==> config.mk <==
export PLATFORM = sky130hd
export DESIGN_NAME = timer_event_counter
export DESIGN_NICKNAME = d
export VERILOG_FILES = /design/src/design/timer_event_counter_pkg.sv /design/src/design/timer_event_counter.sv
export VERILOG_INCLUDE_DIRS = /design/src /design/src/design
export SDC_FILE = /design/constraint.sdc
export NUM_CORES = 1
export LEC_CHECK = 0
export ABC_CLOCK_PERIOD_IN_PS = 6000
export BUFFER_PORTS_ARGS = -buffer_cell sky130_fd_sc_hd__buf_4
export CAP_MARGIN = 20
export CELL_PAD_IN_SITES_DETAIL_PLACEMENT = 0
export CELL_PAD_IN_SITES_GLOBAL_PLACEMENT = 2
export CORE_MARGIN = 2
export CORE_UTILIZATION = 40
export DETAILED_ROUTE_END_ITERATION = 6
export GPL_TIMING_DRIVEN = 0
export PLACE_DENSITY_LB_ADDON = 0.12
export SKIP_CTS_REPAIR_TIMING = 1
export SYNTH_ARGS = -nofsm -noshare
export SYNTH_HDL_FRONTEND = slang
export SYNTH_SLANG_ARGS = --single-unit
==> constraint.sdc <==
create_clock -name clk -period 6 [get_ports clk]
set_clock_uncertainty 0.2 [all_clocks]
set_input_delay 1.8 -clock clk [delete_from_list [all_inputs] [get_ports clk]]
set_output_delay 1.8 -clock clk [all_outputs]
set_load 0.02 [all_outputs]
==> src/design/timer_event_counter_cfg.svh <==
// Register offsets, field positions, reset values and timing counts.
`ifndef TIMER_EVENT_COUNTER_CFG_SVH
`define TIMER_EVENT_COUNTER_CFG_SVH
`define COUNTER0_HIGH_BYTE_ADDR 8'h0c
`define COUNTER0_LOW_BYTE_ADDR 8'h0d
`define COUNTER8_PRELOAD_AND_COUNT_ADDR 8'h0d
`define COUNTER0_CONTROL_ADDR 8'h0e
`define COUNTER8_CONTROL_ADDR 8'h0e
`define COUNTER1_HIGH_BYTE_ADDR 8'h0f
`define COUNTER1_LOW_BYTE_ADDR 8'h10
`define COUNTER1_CONTROL_ADDR 8'h11
`define MODE_SELECT_HIGH_BIT 7
`define MODE_SELECT_LOW_BIT 6
`define RUN_ENABLE_BIT 4
`define ACTIVE_EDGE_POLARITY_BIT 3
`define CONTROL_RESET 8'h08
`define CONTROL_READ_MASK 8'hd8
`define INSTR_CLOCK_DIVIDE 2'h3
`endif

==> src/design/timer_event_counter_pkg.sv <==
// Types shared by the timer and event counter.
package timer_event_counter_pkg;
	typedef enum logic [1:0] {
		mode_unused = 2'h0,
		mode_event = 2'h1,
		mode_timer = 2'h2,
		mode_pulse = 2'h3
	} mode_t;
	typedef enum {
		pulse_idle,
		pulse_measure,
		pulse_done
	} pulse_state_t;
endpackage

==> src/design/timer_event_counter.sv <==
// Timer and event counter block with two counters and a register port.
`timescale 1ns/1ns
`include "timer_event_counter_cfg.svh"
module timer_event_counter #(
	parameter int WIDTH0 = 16,
	parameter int WIDTH1 = 16,
	parameter bit TWO_COUNTERS = 1'b1
) (
	input wire logic clk,
	input wire logic reset,
	input wire logic [7:0] address,
	input wire logic [7:0] write_data,
	input wire logic write_strobe,
	input wire logic read_strobe,
	output logic [7:0] read_data,
	input wire logic counter0_input_pin,
	input wire logic counter1_input_pin,
	output logic [1:0] overflow_request
);
	import timer_event_counter_pkg::*;

	localparam int W[2] = '{WIDTH0, WIDTH1};

	logic [1:0] prescale;
	logic [1:0] next_prescale;
	logic tick;
	logic [1:0] pin_meta;
	logic [1:0] pin_sync;
	logic [1:0] pin_last;
	logic [1:0] next_pin_meta;
	logic [1:0] next_pin_sync;
	logic [1:0] next_pin_last;
	logic [1:0] hit_ctrl_wr;
	logic [1:0] hit_low_wr;
	logic [1:0] hit_high_wr;
	logic [1:0] hit_high_rd;
	logic [15:0] count [2];
	logic [15:0] next_count [2];
	logic [15:0] preload [2];
	logic [15:0] next_preload [2];
	logic [7:0] low_buffer [2];
	logic [7:0] next_low_buffer [2];
	logic [7:0] control [2];
	logic [7:0] next_control [2];
	pulse_state_t pulse [2];
	pulse_state_t next_pulse [2];
	logic [7:0] read_value;
	logic [7:0] next_read_data;
	logic [1:0] next_overflow;

	function automatic logic [15:0] width_mask(input int w);
		if (w >= 16) begin
			width_mask = 16'hffff;
		end else begin
			width_mask = 16'h00ff;
		end
	endfunction

	function automatic logic [7:0] high_addr(input int i);
		if (i == 0) begin
			high_addr = `COUNTER0_HIGH_BYTE_ADDR;
		end else begin
			high_addr = `COUNTER1_HIGH_BYTE_ADDR;
		end
	endfunction

	function automatic logic [7:0] low_addr(input int i);
		if (i == 0) begin
			low_addr = `COUNTER0_LOW_BYTE_ADDR;
		end else begin
			low_addr = `COUNTER1_LOW_BYTE_ADDR;
		end
	endfunction

	function automatic logic [7:0] ctrl_addr(input int i);
		if (i == 0) begin
			ctrl_addr = `COUNTER0_CONTROL_ADDR;
		end else begin
			ctrl_addr = `COUNTER1_CONTROL_ADDR;
		end
	endfunction

	always_comb begin
		next_prescale = prescale + 2'h1;
	end
	assign tick = (prescale == `INSTR_CLOCK_DIVIDE);

	// The divider runs free, so register writes never shift the time-base.
	always_ff @(posedge clk or posedge reset) begin
		if (reset) begin
			prescale <= 2'h0;
		end else begin
			prescale <= next_prescale;
		end
	end

	always_comb begin
		next_pin_meta = {counter1_input_pin, counter0_input_pin};
		next_pin_sync = pin_meta;
		next_pin_last = pin_sync;
	end

	// Resetting to the low idle level avoids a false edge after reset.
	always_ff @(posedge clk or posedge reset) begin
		if (reset) begin
			pin_meta <= 2'h0;
			pin_sync <= 2'h0;
			pin_last <= 2'h0;
		end else begin
			pin_meta <= next_pin_meta;
			pin_sync <= next_pin_sync;
			pin_last <= next_pin_last;
		end
	end

	// Address decode shared by the write and latch paths.
	always_comb begin
		hit_ctrl_wr = 2'h0;
		hit_low_wr = 2'h0;
		hit_high_wr = 2'h0;
		hit_high_rd = 2'h0;
		for (int i = 0; i < 2; i++) begin
			if (i == 0 || TWO_COUNTERS) begin
				if (address == ctrl_addr(i)) begin
					hit_ctrl_wr[i] = write_strobe;
				end else if (address == low_addr(i)) begin
					hit_low_wr[i] = write_strobe;
				end else if (address == high_addr(i) && W[i] >= 16) begin
					hit_high_wr[i] = write_strobe;
					hit_high_rd[i] = read_strobe;
				end
			end
		end
	end

	// Register read mux; reserved control bits are masked to zero.
	always_comb begin
		read_value = 8'h00;
		for (int i = 0; i < 2; i++) begin
			if (i == 0 || TWO_COUNTERS) begin
				if (address == ctrl_addr(i)) begin
					read_value = control[i] & `CONTROL_READ_MASK;
				end else if (address == high_addr(i) && W[i] >= 16) begin
					read_value = count[i][15:8];
				end else if (address == low_addr(i)) begin
					read_value = (W[i] >= 16) ? low_buffer[i]
						: count[i][7:0];
				end
			end
		end
		next_read_data = read_strobe ? read_value : 8'h00;
	end

	always_comb begin
		logic mode_bits_h;
		logic edge_hit;
		logic level_on;
		logic advance;
		logic [15:0] mask;
		mode_t mode;
		mode_bits_h = 1'b0;
		edge_hit = 1'b0;
		level_on = 1'b0;
		advance = 1'b0;
		mask = 16'h0000;
		mode = mode_unused;
		next_overflow = 2'h0;
		for (int i = 0; i < 2; i++) begin
			next_count[i] = count[i];
			next_preload[i] = preload[i];
			next_low_buffer[i] = low_buffer[i];
			next_control[i] = control[i];
			next_pulse[i] = pulse[i];
			mask = width_mask(W[i]);
			mode = mode_t'({control[i][`MODE_SELECT_HIGH_BIT],
				control[i][`MODE_SELECT_LOW_BIT]});
			mode_bits_h = control[i][`ACTIVE_EDGE_POLARITY_BIT];
			edge_hit = mode_bits_h ? (pin_last[i] & ~pin_sync[i])
				: (~pin_last[i] & pin_sync[i]);
			level_on = mode_bits_h ? ~pin_sync[i] : pin_sync[i];
			advance = 1'b0;
			if (control[i][`RUN_ENABLE_BIT]) begin
				case (mode)
					mode_event: advance = edge_hit;
					mode_timer: advance = tick;
					mode_pulse: begin
						case (pulse[i])
							pulse_idle: begin
								if (edge_hit) begin
									next_pulse[i] = pulse_measure;
								end
							end
							pulse_measure: begin
								if (!level_on) begin
									next_pulse[i] = pulse_done;
									next_control[i][`RUN_ENABLE_BIT] = 1'b0;
								end else begin
									advance = tick;
								end
							end
							default: next_pulse[i] = pulse_done;
						endcase
					end
					default: advance = 1'b0;
				endcase
			end else begin
				next_pulse[i] = pulse_idle;
			end
			if (advance) begin
				if ((count[i] & mask) == mask) begin
					next_count[i] = preload[i] & mask;
					next_overflow[i] = 1'b1;
				end else begin
					next_count[i] = (count[i] + 16'h0001) & mask;
				end
			end
			if (hit_ctrl_wr[i]) begin
				next_control[i] = write_data & `CONTROL_READ_MASK;
			end else if (hit_low_wr[i] && W[i] >= 16) begin
				next_low_buffer[i] = write_data;
			end else if (hit_low_wr[i]) begin
				next_preload[i] = {8'h00, write_data};
				if (!control[i][`RUN_ENABLE_BIT]) begin
					next_count[i] = {8'h00, write_data};
				end
			end else if (hit_high_wr[i]) begin
				next_preload[i] = {write_data, low_buffer[i]};
				if (!control[i][`RUN_ENABLE_BIT]) begin
					next_count[i] = {write_data, low_buffer[i]};
				end
			end else if (hit_high_rd[i]) begin
				// latch low byte
				// A running counter would tear a two-byte read without this.
				next_low_buffer[i] = count[i][7:0];
			end
		end
	end

	// Software must read the high byte first to get a coherent pair.
	always_ff @(posedge clk or posedge reset) begin
		if (reset) begin
			read_data <= 8'h00;
			overflow_request <= 2'h0;
			for (int i = 0; i < 2; i++) begin
				count[i] <= 16'h0000;
				preload[i] <= 16'h0000;
				low_buffer[i] <= 8'h00;
				control[i] <= `CONTROL_RESET;
				pulse[i] <= pulse_idle;
			end
		end else begin
			read_data <= next_read_data;
			overflow_request <= next_overflow;
			for (int i = 0; i < 2; i++) begin
				count[i] <= next_count[i];
				preload[i] <= next_preload[i];
				low_buffer[i] <= next_low_buffer[i];
				control[i] <= next_control[i];
				pulse[i] <= next_pulse[i];
			end
		end
	end
endmodule

==> After elaboration in Yosys (flattened, before gate mapping) <==
Cells that the tools add are included.
Widths: inputs -> output; s select.
{ "totals": {"ff_bits": 170, "inputBits": 22, "output_inout_bits": 10, "wordCells": 163} }
{ "op_classes": {"add_sub_neg": 3, "eq_ne": 29, "muxes": 91, "bitwise": 12, "n_reduce_logical": 10} }
{ "ops": {"columns": ["cell", "n"], "rows": [
  ["$mux 32", 8],
  ["$mux 8", 25],
  ["$mux 16", 12],
  ["$pmux 32 s2", 2],
  ["$eq 32x1->1 const B", 2],
  ["$eq 8x8->1", 8],
  ["$logic_not 32->1", 2],
  ["$mux 1", 40],
  ["$add 16x1->16 const B", 2],
  ["$eq 16x16->1 const B", 2],
  ["$reduce_and 3->1", 6],
  ["$ne 3x3->1 const B", 4],
  ["$eq 2x2->1 const B", 5],
  ["$mux 5", 2],
  ["$eq 8x4->1 const B", 1],
  ["$eq 8x5->1 const B", 1],
  ["$not 1->1", 8],
  ["$pmux 1 s3", 2],
  ["$and 1x1->1", 4],
  ["$eq 2x1->1 const B", 2],
  ["$ne 2x1->1 const B", 2],
  ["$ne 2x2->1 const B", 2],
  ["$reduce_bool 2->1", 2],
  ["$add 2x1->2 const B", 1]
]} }

==> Logic depth before layout (Yosys ltp) <==
Gate-level depths: netlist of the first run.
{ "logic_depth": {"word_depth": 13, "ltp_mapped": 9, "mapped_depth_nobuf": 7} }

==> Worst setup path after synthesis of the first run <==
No wires, ideal clock.
{ "synth_timing": {"path_type": "input to register", "from": "input port address[5]", "to": "register preload[24] in the netlist's numbering", "setup_ns": 0.125, "arrival_ns": 3.432, "t_required_ns": 5.675, "setup_slack_ns": 2.243, "cell_stages": 8, "n_path_buf": 3, "cell_sequence": "or3_4 nor2b_2 buf_4 nand2b_2 buf_6 nor2_2 buf_4 mux2_2"} }
{ "synth_between": {"elab_chain_cells": 5, "word_cells_on_any_way": 12, "cone_classes": "3 x eq/ne; 6 x mux; 2 x bitwise; 1 x reduce/logical"} }
{ "synth_lines": {"columns": ["item", "line", "source"], "rows": [
  ["from (decl)", "timer_event_counter.sv:11", "input wire logic [7:0] address,"],
  ["$eq 8x8->1, on equally long branches", "timer_event_counter.sv:128, timer_event_counter.sv:126", null],
  ["$mux 1, on equally long branches", "timer_event_counter.sv:128, timer_event_counter.sv:126", null],
  ["$mux 1, on equally long branches", "timer_event_counter.sv:126, timer_event_counter.sv:124", null],
  ["$mux 1 / $not 1->1 (equally long branches)", null, null],
  ["$reduce_and 3->1 (no source line) (*)", null, null],
  ["to (signal, indexed assignment)", "timer_event_counter.sv:256", "preload[i] <= next_preload[i];"],
  ["to (decl)", "timer_event_counter.sv:39", "logic [15:0] preload [2];"]
]} }
Mark *: on every way between the ends. The rest lies on a longest branch, timed or not.
A chain may end at the register's enable or synchronous reset.

==> results.cfg, run 1 <==
[global_routing]
grt_max_degree = 72
grt_pass1_wl_um = 26500
track_usage_pct = 23.3
overflow = 0
antenna_found_initial = 0
grt_pass1_vias = 4695

[synth]
synth_edf_count = 0
synth_top_area_cell = dfrtp_1
yosysWarnings = 0
ys_types = 64
synth-seq-cells = 110
syn_inst = 581
yosys.area.top_type_share_pct = 47.1
async_flop_share_pct = 100
synth_area_per_cell_sq_um = 9.87
synthFlopType = dfrtp_1
syn_area_sq_um = 5740
yosysSeqAreaShare_pct = 48.0
synth_nets = 606
synth_common_cells = dfrtp_1, nand2_1, nor2_1
synthTopCellsByArea = dfrtp_1, mux2_2, mux2i_1, nand2_1, nor2_1
yosys.cell_count.top_type = dfrtp_1

[finish]
finalNetCount = 648
diodes = 0
fin_area_sq_um = 6510
drive_gt1_share_pct = 18.5
fillers = 1349
area_growth_pct = 13.4

[placement]
numPortBuffers = 30
place_area_sq_um = 6210
gp_routability_congestion = 0.835
hpwl_um = 11800

[timing]
slew_headroom_pct = 39.8
hold_viol_final = 0
tightest_slew_ps = 904
fmaxAchievable_ghz = 0.260
setup_viol = 0
period_share_pct = 64.0
maxSlewViolCount = 0
period_needed_ps = 3840
rsz0062_at_grt = no

[setup_path]
startpoint_type = input pin
critPathKind = input pin to register
critPathSlowestCell = clkbuf_1
cp.required_ps = 6020
cpPeakStageDelay_ps = 520
path_cells = buf_4, or3_4, nor2b_2, buf_4, nand2_1, nor3_1, clkbuf_1, o21ai_0
cpMostUsedCell = buf_4
cp_max_fo = 10
crit_arrival_ps = 3860
cp-end-kind = register

[power_and_ir_drop]
seq_power_share_pct = 50.8
leakagePower_nw = 2.97
ir_drop_mv = 0.144
switching_share_pct = 27.5
power.density_nw_per_um2 = 251
p_int_w = 0.00118
power_w = 0.00163
p_comb_share_pct = 11.1
p_switching_w = 0.000449
clockPowerShare_pct = 38.0

[die]
fp.coreArea_sq_um = 13900
io_pins = 32
die_h_um = 124
die_area_sq_um = 15300
row_count = 43
die_w_um = 124
initial_core_util_pct = 41.2

[status]
status = finished, final reports clean

[cts]
cts_root_buffer = clkbuf_16
clock-sinks = 110
cts_made_buffers = 9
clk_transition_reported_paths_ps = 70
insertion_delay_ps = 360
cts-htree-levels = 3
cts_tree = built
cts_buffer_depth = 2

[detailed_routing]
vias_per_cell = 5.82
vias = 4699
wirelength_um = 16600
drt_iter0_markers = 309
detail-route-antenna-nets = 0
drc = 0
wl_per_cell_um = 20.5
dr.pass1.iters = 4

[worst_hold_path]
hold_class = register to register

[job]
cap_violations = 0
critical path, delay by kind of cell:
family                 cells  cell delay (ps)
buffers and inverters      3              780
AND/OR/NAND/NOR            4             1090
AO/OA/AOI/OAI              1              180
metal layers:
metal,global-route usage [%],wire length [um]
met1,30.9,7560
met2,39.1,8340
met3,3.98,489
met4,6.75,201
met5,0,0
worst paths after layout:
| kind | start | end | slack (ps) | cells past startpoint |
|---|---|---|---|---|
| setup / recovery | address[5] | count[0]$_DFF_PP0_ | 2160 | 8 |
| hold / removal | next_pin_sync[0]$_DFF_PP0_ | next_pin_last[0]$_DFF_PP0_ | 150 | 0 |
| setup reg to reg | control[3]$_DFFE_PP1P_ | count[13]$_DFF_PP0_ | 3180 | 7 |
| hold reg to reg | next_pin_sync[0]$_DFF_PP0_ | next_pin_last[0]$_DFF_PP0_ | 150 | 0 |
| max in group asynchronous | reset | count[0]$_DFF_PP0_ | 3420 | 3 |
| min in group asynchronous | reset | next_pin_sync[0]$_DFF_PP0_ | 1430 | 2 |
power groups by stage:
stage | combinational, W | sequential [W] | clock (W)
6_report | 0.000182 | 0.000830 | 0.000621
5_1_grt | 0.000203 | 0.000837 | 0.000662
4_1_cts | 0.000183 | 0.000829 | 0.000635
3_5_place_dp | 0.000181 | 0.000844 | 0
3_3_place_gp | 0.000175 | 0.000843 | 0
2_1_floorplan | 0.000126 | 0.000825 | 0
state kept, by name (all words and copies together) (netlist names):
| name | flops |
|---|---|
| control | 8 |
| preload | 32 |
| prescale | 2 |
| next_pin_last | 2 |
| low_buffer | 16 |
| overflow_request | 2 |
| read_data | 8 |
| pin_last | 2 |
| pulse | 4 |
| next_pin_sync | 2 |
| count | 32 |
through the flow:
step	instances	worst slack [ps]	hold WS [ps]	utilization (%)	setup TNS [ps]
floorplan	581	1100	131	-	0
global placement	791	-285	133	44.4	-29920
detailed placement	792	1730	136	44.6	0
CTS	808	2110	153	46.7	0
global route	808	1930	162	46.7	0
finish	808	2160	150	46.7	0
cell usage in the layout, fill, tap and decap left out, types with 4 or more instances in the layout:
cell type	count
a211oi_1	10
a21o_1	7
a21oi_1	37
a221oi_1	6
a31oi_1	11
and2_1	5
and3_1	10
and4_1	4
buf_2	10
buf_4	32
clkbuf_1	12
clkbuf_16	9
dfrtp_1	108
inv_1	12
mux2_2	39
mux2i_1	29
nand2_1	63
nand2b_1	4
nand3_1	15
nand4_1	7
nor2_1	56
nor3_1	12
o211ai_1	4
o21a_1	4
o21ai_0	38
o31ai_1	6
or3_1	5
xor2_1	4
final cells by class:
class                   instances  area (sq um)  area share, %
clock inverters                 6          68.8           1.06
repair buffers                 31           245           3.77
multi-input cells             432          2800           43.0
clock buffers                  10           229           3.52
plain buffers                  26           133           2.04
well taps                     180           225           3.46
flip-flops and latches        110          2760           42.3
inverters                      13          51.3          0.788
cell families after synthesis:
| logic type | count (synthesis) | synth area share [%] |
|---|---|---|
| AND/OR/NAND/NOR | 203 | 17.4 |
| adder cells (fa/ha/maj) | 3 | 0.654 |
| flip-flops | 110 | 48.0 |
| buffers and inverters | 39 | 3.16 |
| multiplexers | 68 | 12.7 |
| XOR/XNOR | 5 | 0.763 |
| AO/OA/AOI/OAI | 153 | 17.3 |
Power figures use the tool's default switching activity.
==> run 2, diff against run 1 <==
--- a/config.mk
+++ b/config.mk
@@ -6,13 +6,13 @@
 export SDC_FILE = /design/constraint.sdc
 export NUM_CORES = 1
 export LEC_CHECK = 0
-export ABC_CLOCK_PERIOD_IN_PS = 6000
+export ABC_CLOCK_PERIOD_IN_PS = 3400
 export BUFFER_PORTS_ARGS = -buffer_cell sky130_fd_sc_hd__buf_4
 export CAP_MARGIN = 20
 export CELL_PAD_IN_SITES_DETAIL_PLACEMENT = 0
 export CELL_PAD_IN_SITES_GLOBAL_PLACEMENT = 2
 export CORE_MARGIN = 2
-export CORE_UTILIZATION = 40
+export CORE_UTILIZATION = 36
 export DETAILED_ROUTE_END_ITERATION = 6
 export GPL_TIMING_DRIVEN = 0
 export PLACE_DENSITY_LB_ADDON = 0.12
==> constraint.sdc (replaced) <==
create_clock -name clk -period 3.4 [get_ports clk]
set_clock_uncertainty 0.2 [all_clocks]
set_input_delay 1.02 -clock clk [delete_from_list [all_inputs] [get_ports clk]]
set_output_delay 1.02 -clock clk [all_outputs]
set_load 0.02 [all_outputs]
==> results.cfg, run 2 (synthesis results as in run 1) <==
[status]
status = finished, final reports clean

[cts]
cts_made_buffers = 9
cts_root_buffer = clkbuf_16
insertion_delay_ps = 360
clock-sinks = 110
clk_transition_reported_paths_ps = 70
cts_tree = built
cts_buffer_depth = 2
cts-htree-levels = 3

[detailed_routing]
vias = 4604
drc = 0
detail-route-antenna-nets = 0
wl_per_cell_um = 20.2
vias_per_cell = 5.45
dr.pass1.iters = 5
wirelength_um = 17100
drt_iter0_markers = 314

[timing]
hold_viol_final = 0
tightest_slew_ps = 814
maxSlewViolCount = 0
slew_headroom_pct = 45.3
fin_ws_ps = 351
period_needed_ps = 3050
period_share_pct = 89.7
setup_viol = 0
rsz0062_at_grt = no
fmaxAchievable_ghz = 0.328
fin_tns_setup_ps = 0

[setup_path]
cp-end-kind = register
r2r_cells = 7
cpMostUsedCell = buf_4
cp.required_ps = 3420
startpoint_type = input pin
regToRegSetupSlack_ps = 550
r2r-end = count[13]$_DFF_PP0_
crit_arrival_ps = 3070
critPathSlowestCell = nor3_1
critPathKind = input pin to register
r2r-start = control[3]$_DFFE_PP1P_
cp_max_fo = 10
cp-startpoint = address[5]
path_cells = buf_4, or3_4, nor2b_2, buf_4, nand2_1, nor3_1, clkbuf_1, o21ai_0
endpoint = count[0]$_DFF_PP0_
cpPeakStageDelay_ps = 510

[placement]
hpwl_um = 12400
numPortBuffers = 30
pre_cts_slack_ps = -55.0
gp_routability_congestion = 0.833

[power_and_ir_drop]
leakagePower_nw = 2.97
ir_drop_mv = 0.225
power.density_nw_per_um2 = 430

[finish]
final_core_utilization_pct = 41.8
diodes = 0
drive_gt1_share_pct = 18.6
layout_common_cells = dfrtp_1, nand2_1, nor2_1
final_common_cell = dfrtp_1
area_growth_pct = 14.4
finalNetCount = 649
largest_registers = count (32), preload (32), low_buffer (16)

[die]
row_count = 46
die_w_um = 130
initial_core_util_pct = 36.5
die_area_sq_um = 17000
die_h_um = 130
fp.coreArea_sq_um = 15700
io_pins = 32

[job]
cap_violations = 0

[worst_hold_path]
hold_class = register to register
worstHoldStart = next_pin_sync[0]$_DFF_PP0_

[global_routing]
overflow = 0
antenna_found_initial = 0
grt_pass1_wl_um = 27500
track_usage_pct = 21.6
grt_max_degree = 41
grt_pass1_vias = 4659
run 2: changes by cell type in the layout (fill, tap and decap cells not counted), sizes merged:
cell      before  now
buf           46   47
bufinv         1    0
clkbuf        21   23
clkinv         3    2
clkinvlp       0    2
inv           15   13
run 2: worst min-delay path by stage:
stage,to,slack [ps],cells after the start
2_1_floorplan,next_pin_last[0]$_DFF_PP0_,130,0
3_3_place_gp,next_pin_last[0]$_DFF_PP0_,130,0
3_5_place_dp,next_pin_last[0]$_DFF_PP0_,140,0
4_1_cts,next_pin_last[0]$_DFF_PP0_,150,0
5_1_grt,next_pin_last[0]$_DFF_PP0_,170,0
6_report,next_pin_last[0]$_DFF_PP0_,150,0
run 2: layout make-up:
class | instances | area [sq um]
multi-input cells | 432 | 2800
flip-flops and latches | 110 | 2760
fillers | 1564 | 9150
clock buffers | 12 | 256
plain buffers | 26 | 133
repair buffers | 32 | 265
clock inverters | 4 | 30.0
well taps | 216 | 270
inverters | 13 | 52.6
run 2: critical path, delay by kind of cell:
family | cells | cell delay [ps]
simple gates | 4 | 1130
buf+inv | 3 | 740
compound gates | 1 | 170
run 2: stage by stage:
stage / hold WS [ps] / power, W / cells / cell area [sq um]
after floorplan: 131 / 0.00168 / 581 / 5740
after global placement: 132 / 0.00180 / 827 / 6240
after detailed placement: 136 / 0.00181 / 829 / 6280
after CTS: 153 / 0.00286 / 845 / 6560
after global routing: 165 / 0.00297 / 845 / 6560
final: 152 / 0.00282 / 845 / 6560
run 2: where the power goes:
group	switching (W)	internal [W]	total [W]
combinational	0.000188	0.000135	0.000323
sequential	0.0000896	0.00138	0.00147
clock	0.000488	0.000541	0.00103
total	0.000766	0.00205	0.00282
run 2: routing by layer:
metal	global-route usage, %	vias to the layer above	routed length (um)	part of all wire [%]
met1	28.8	2310	7970	47
met4	5.76	0	299	1.8
met3	4.35	19	446	2.6
met2	35.9	66	8340	49
met5	0	-	0	0
li1	-	2209	-	-
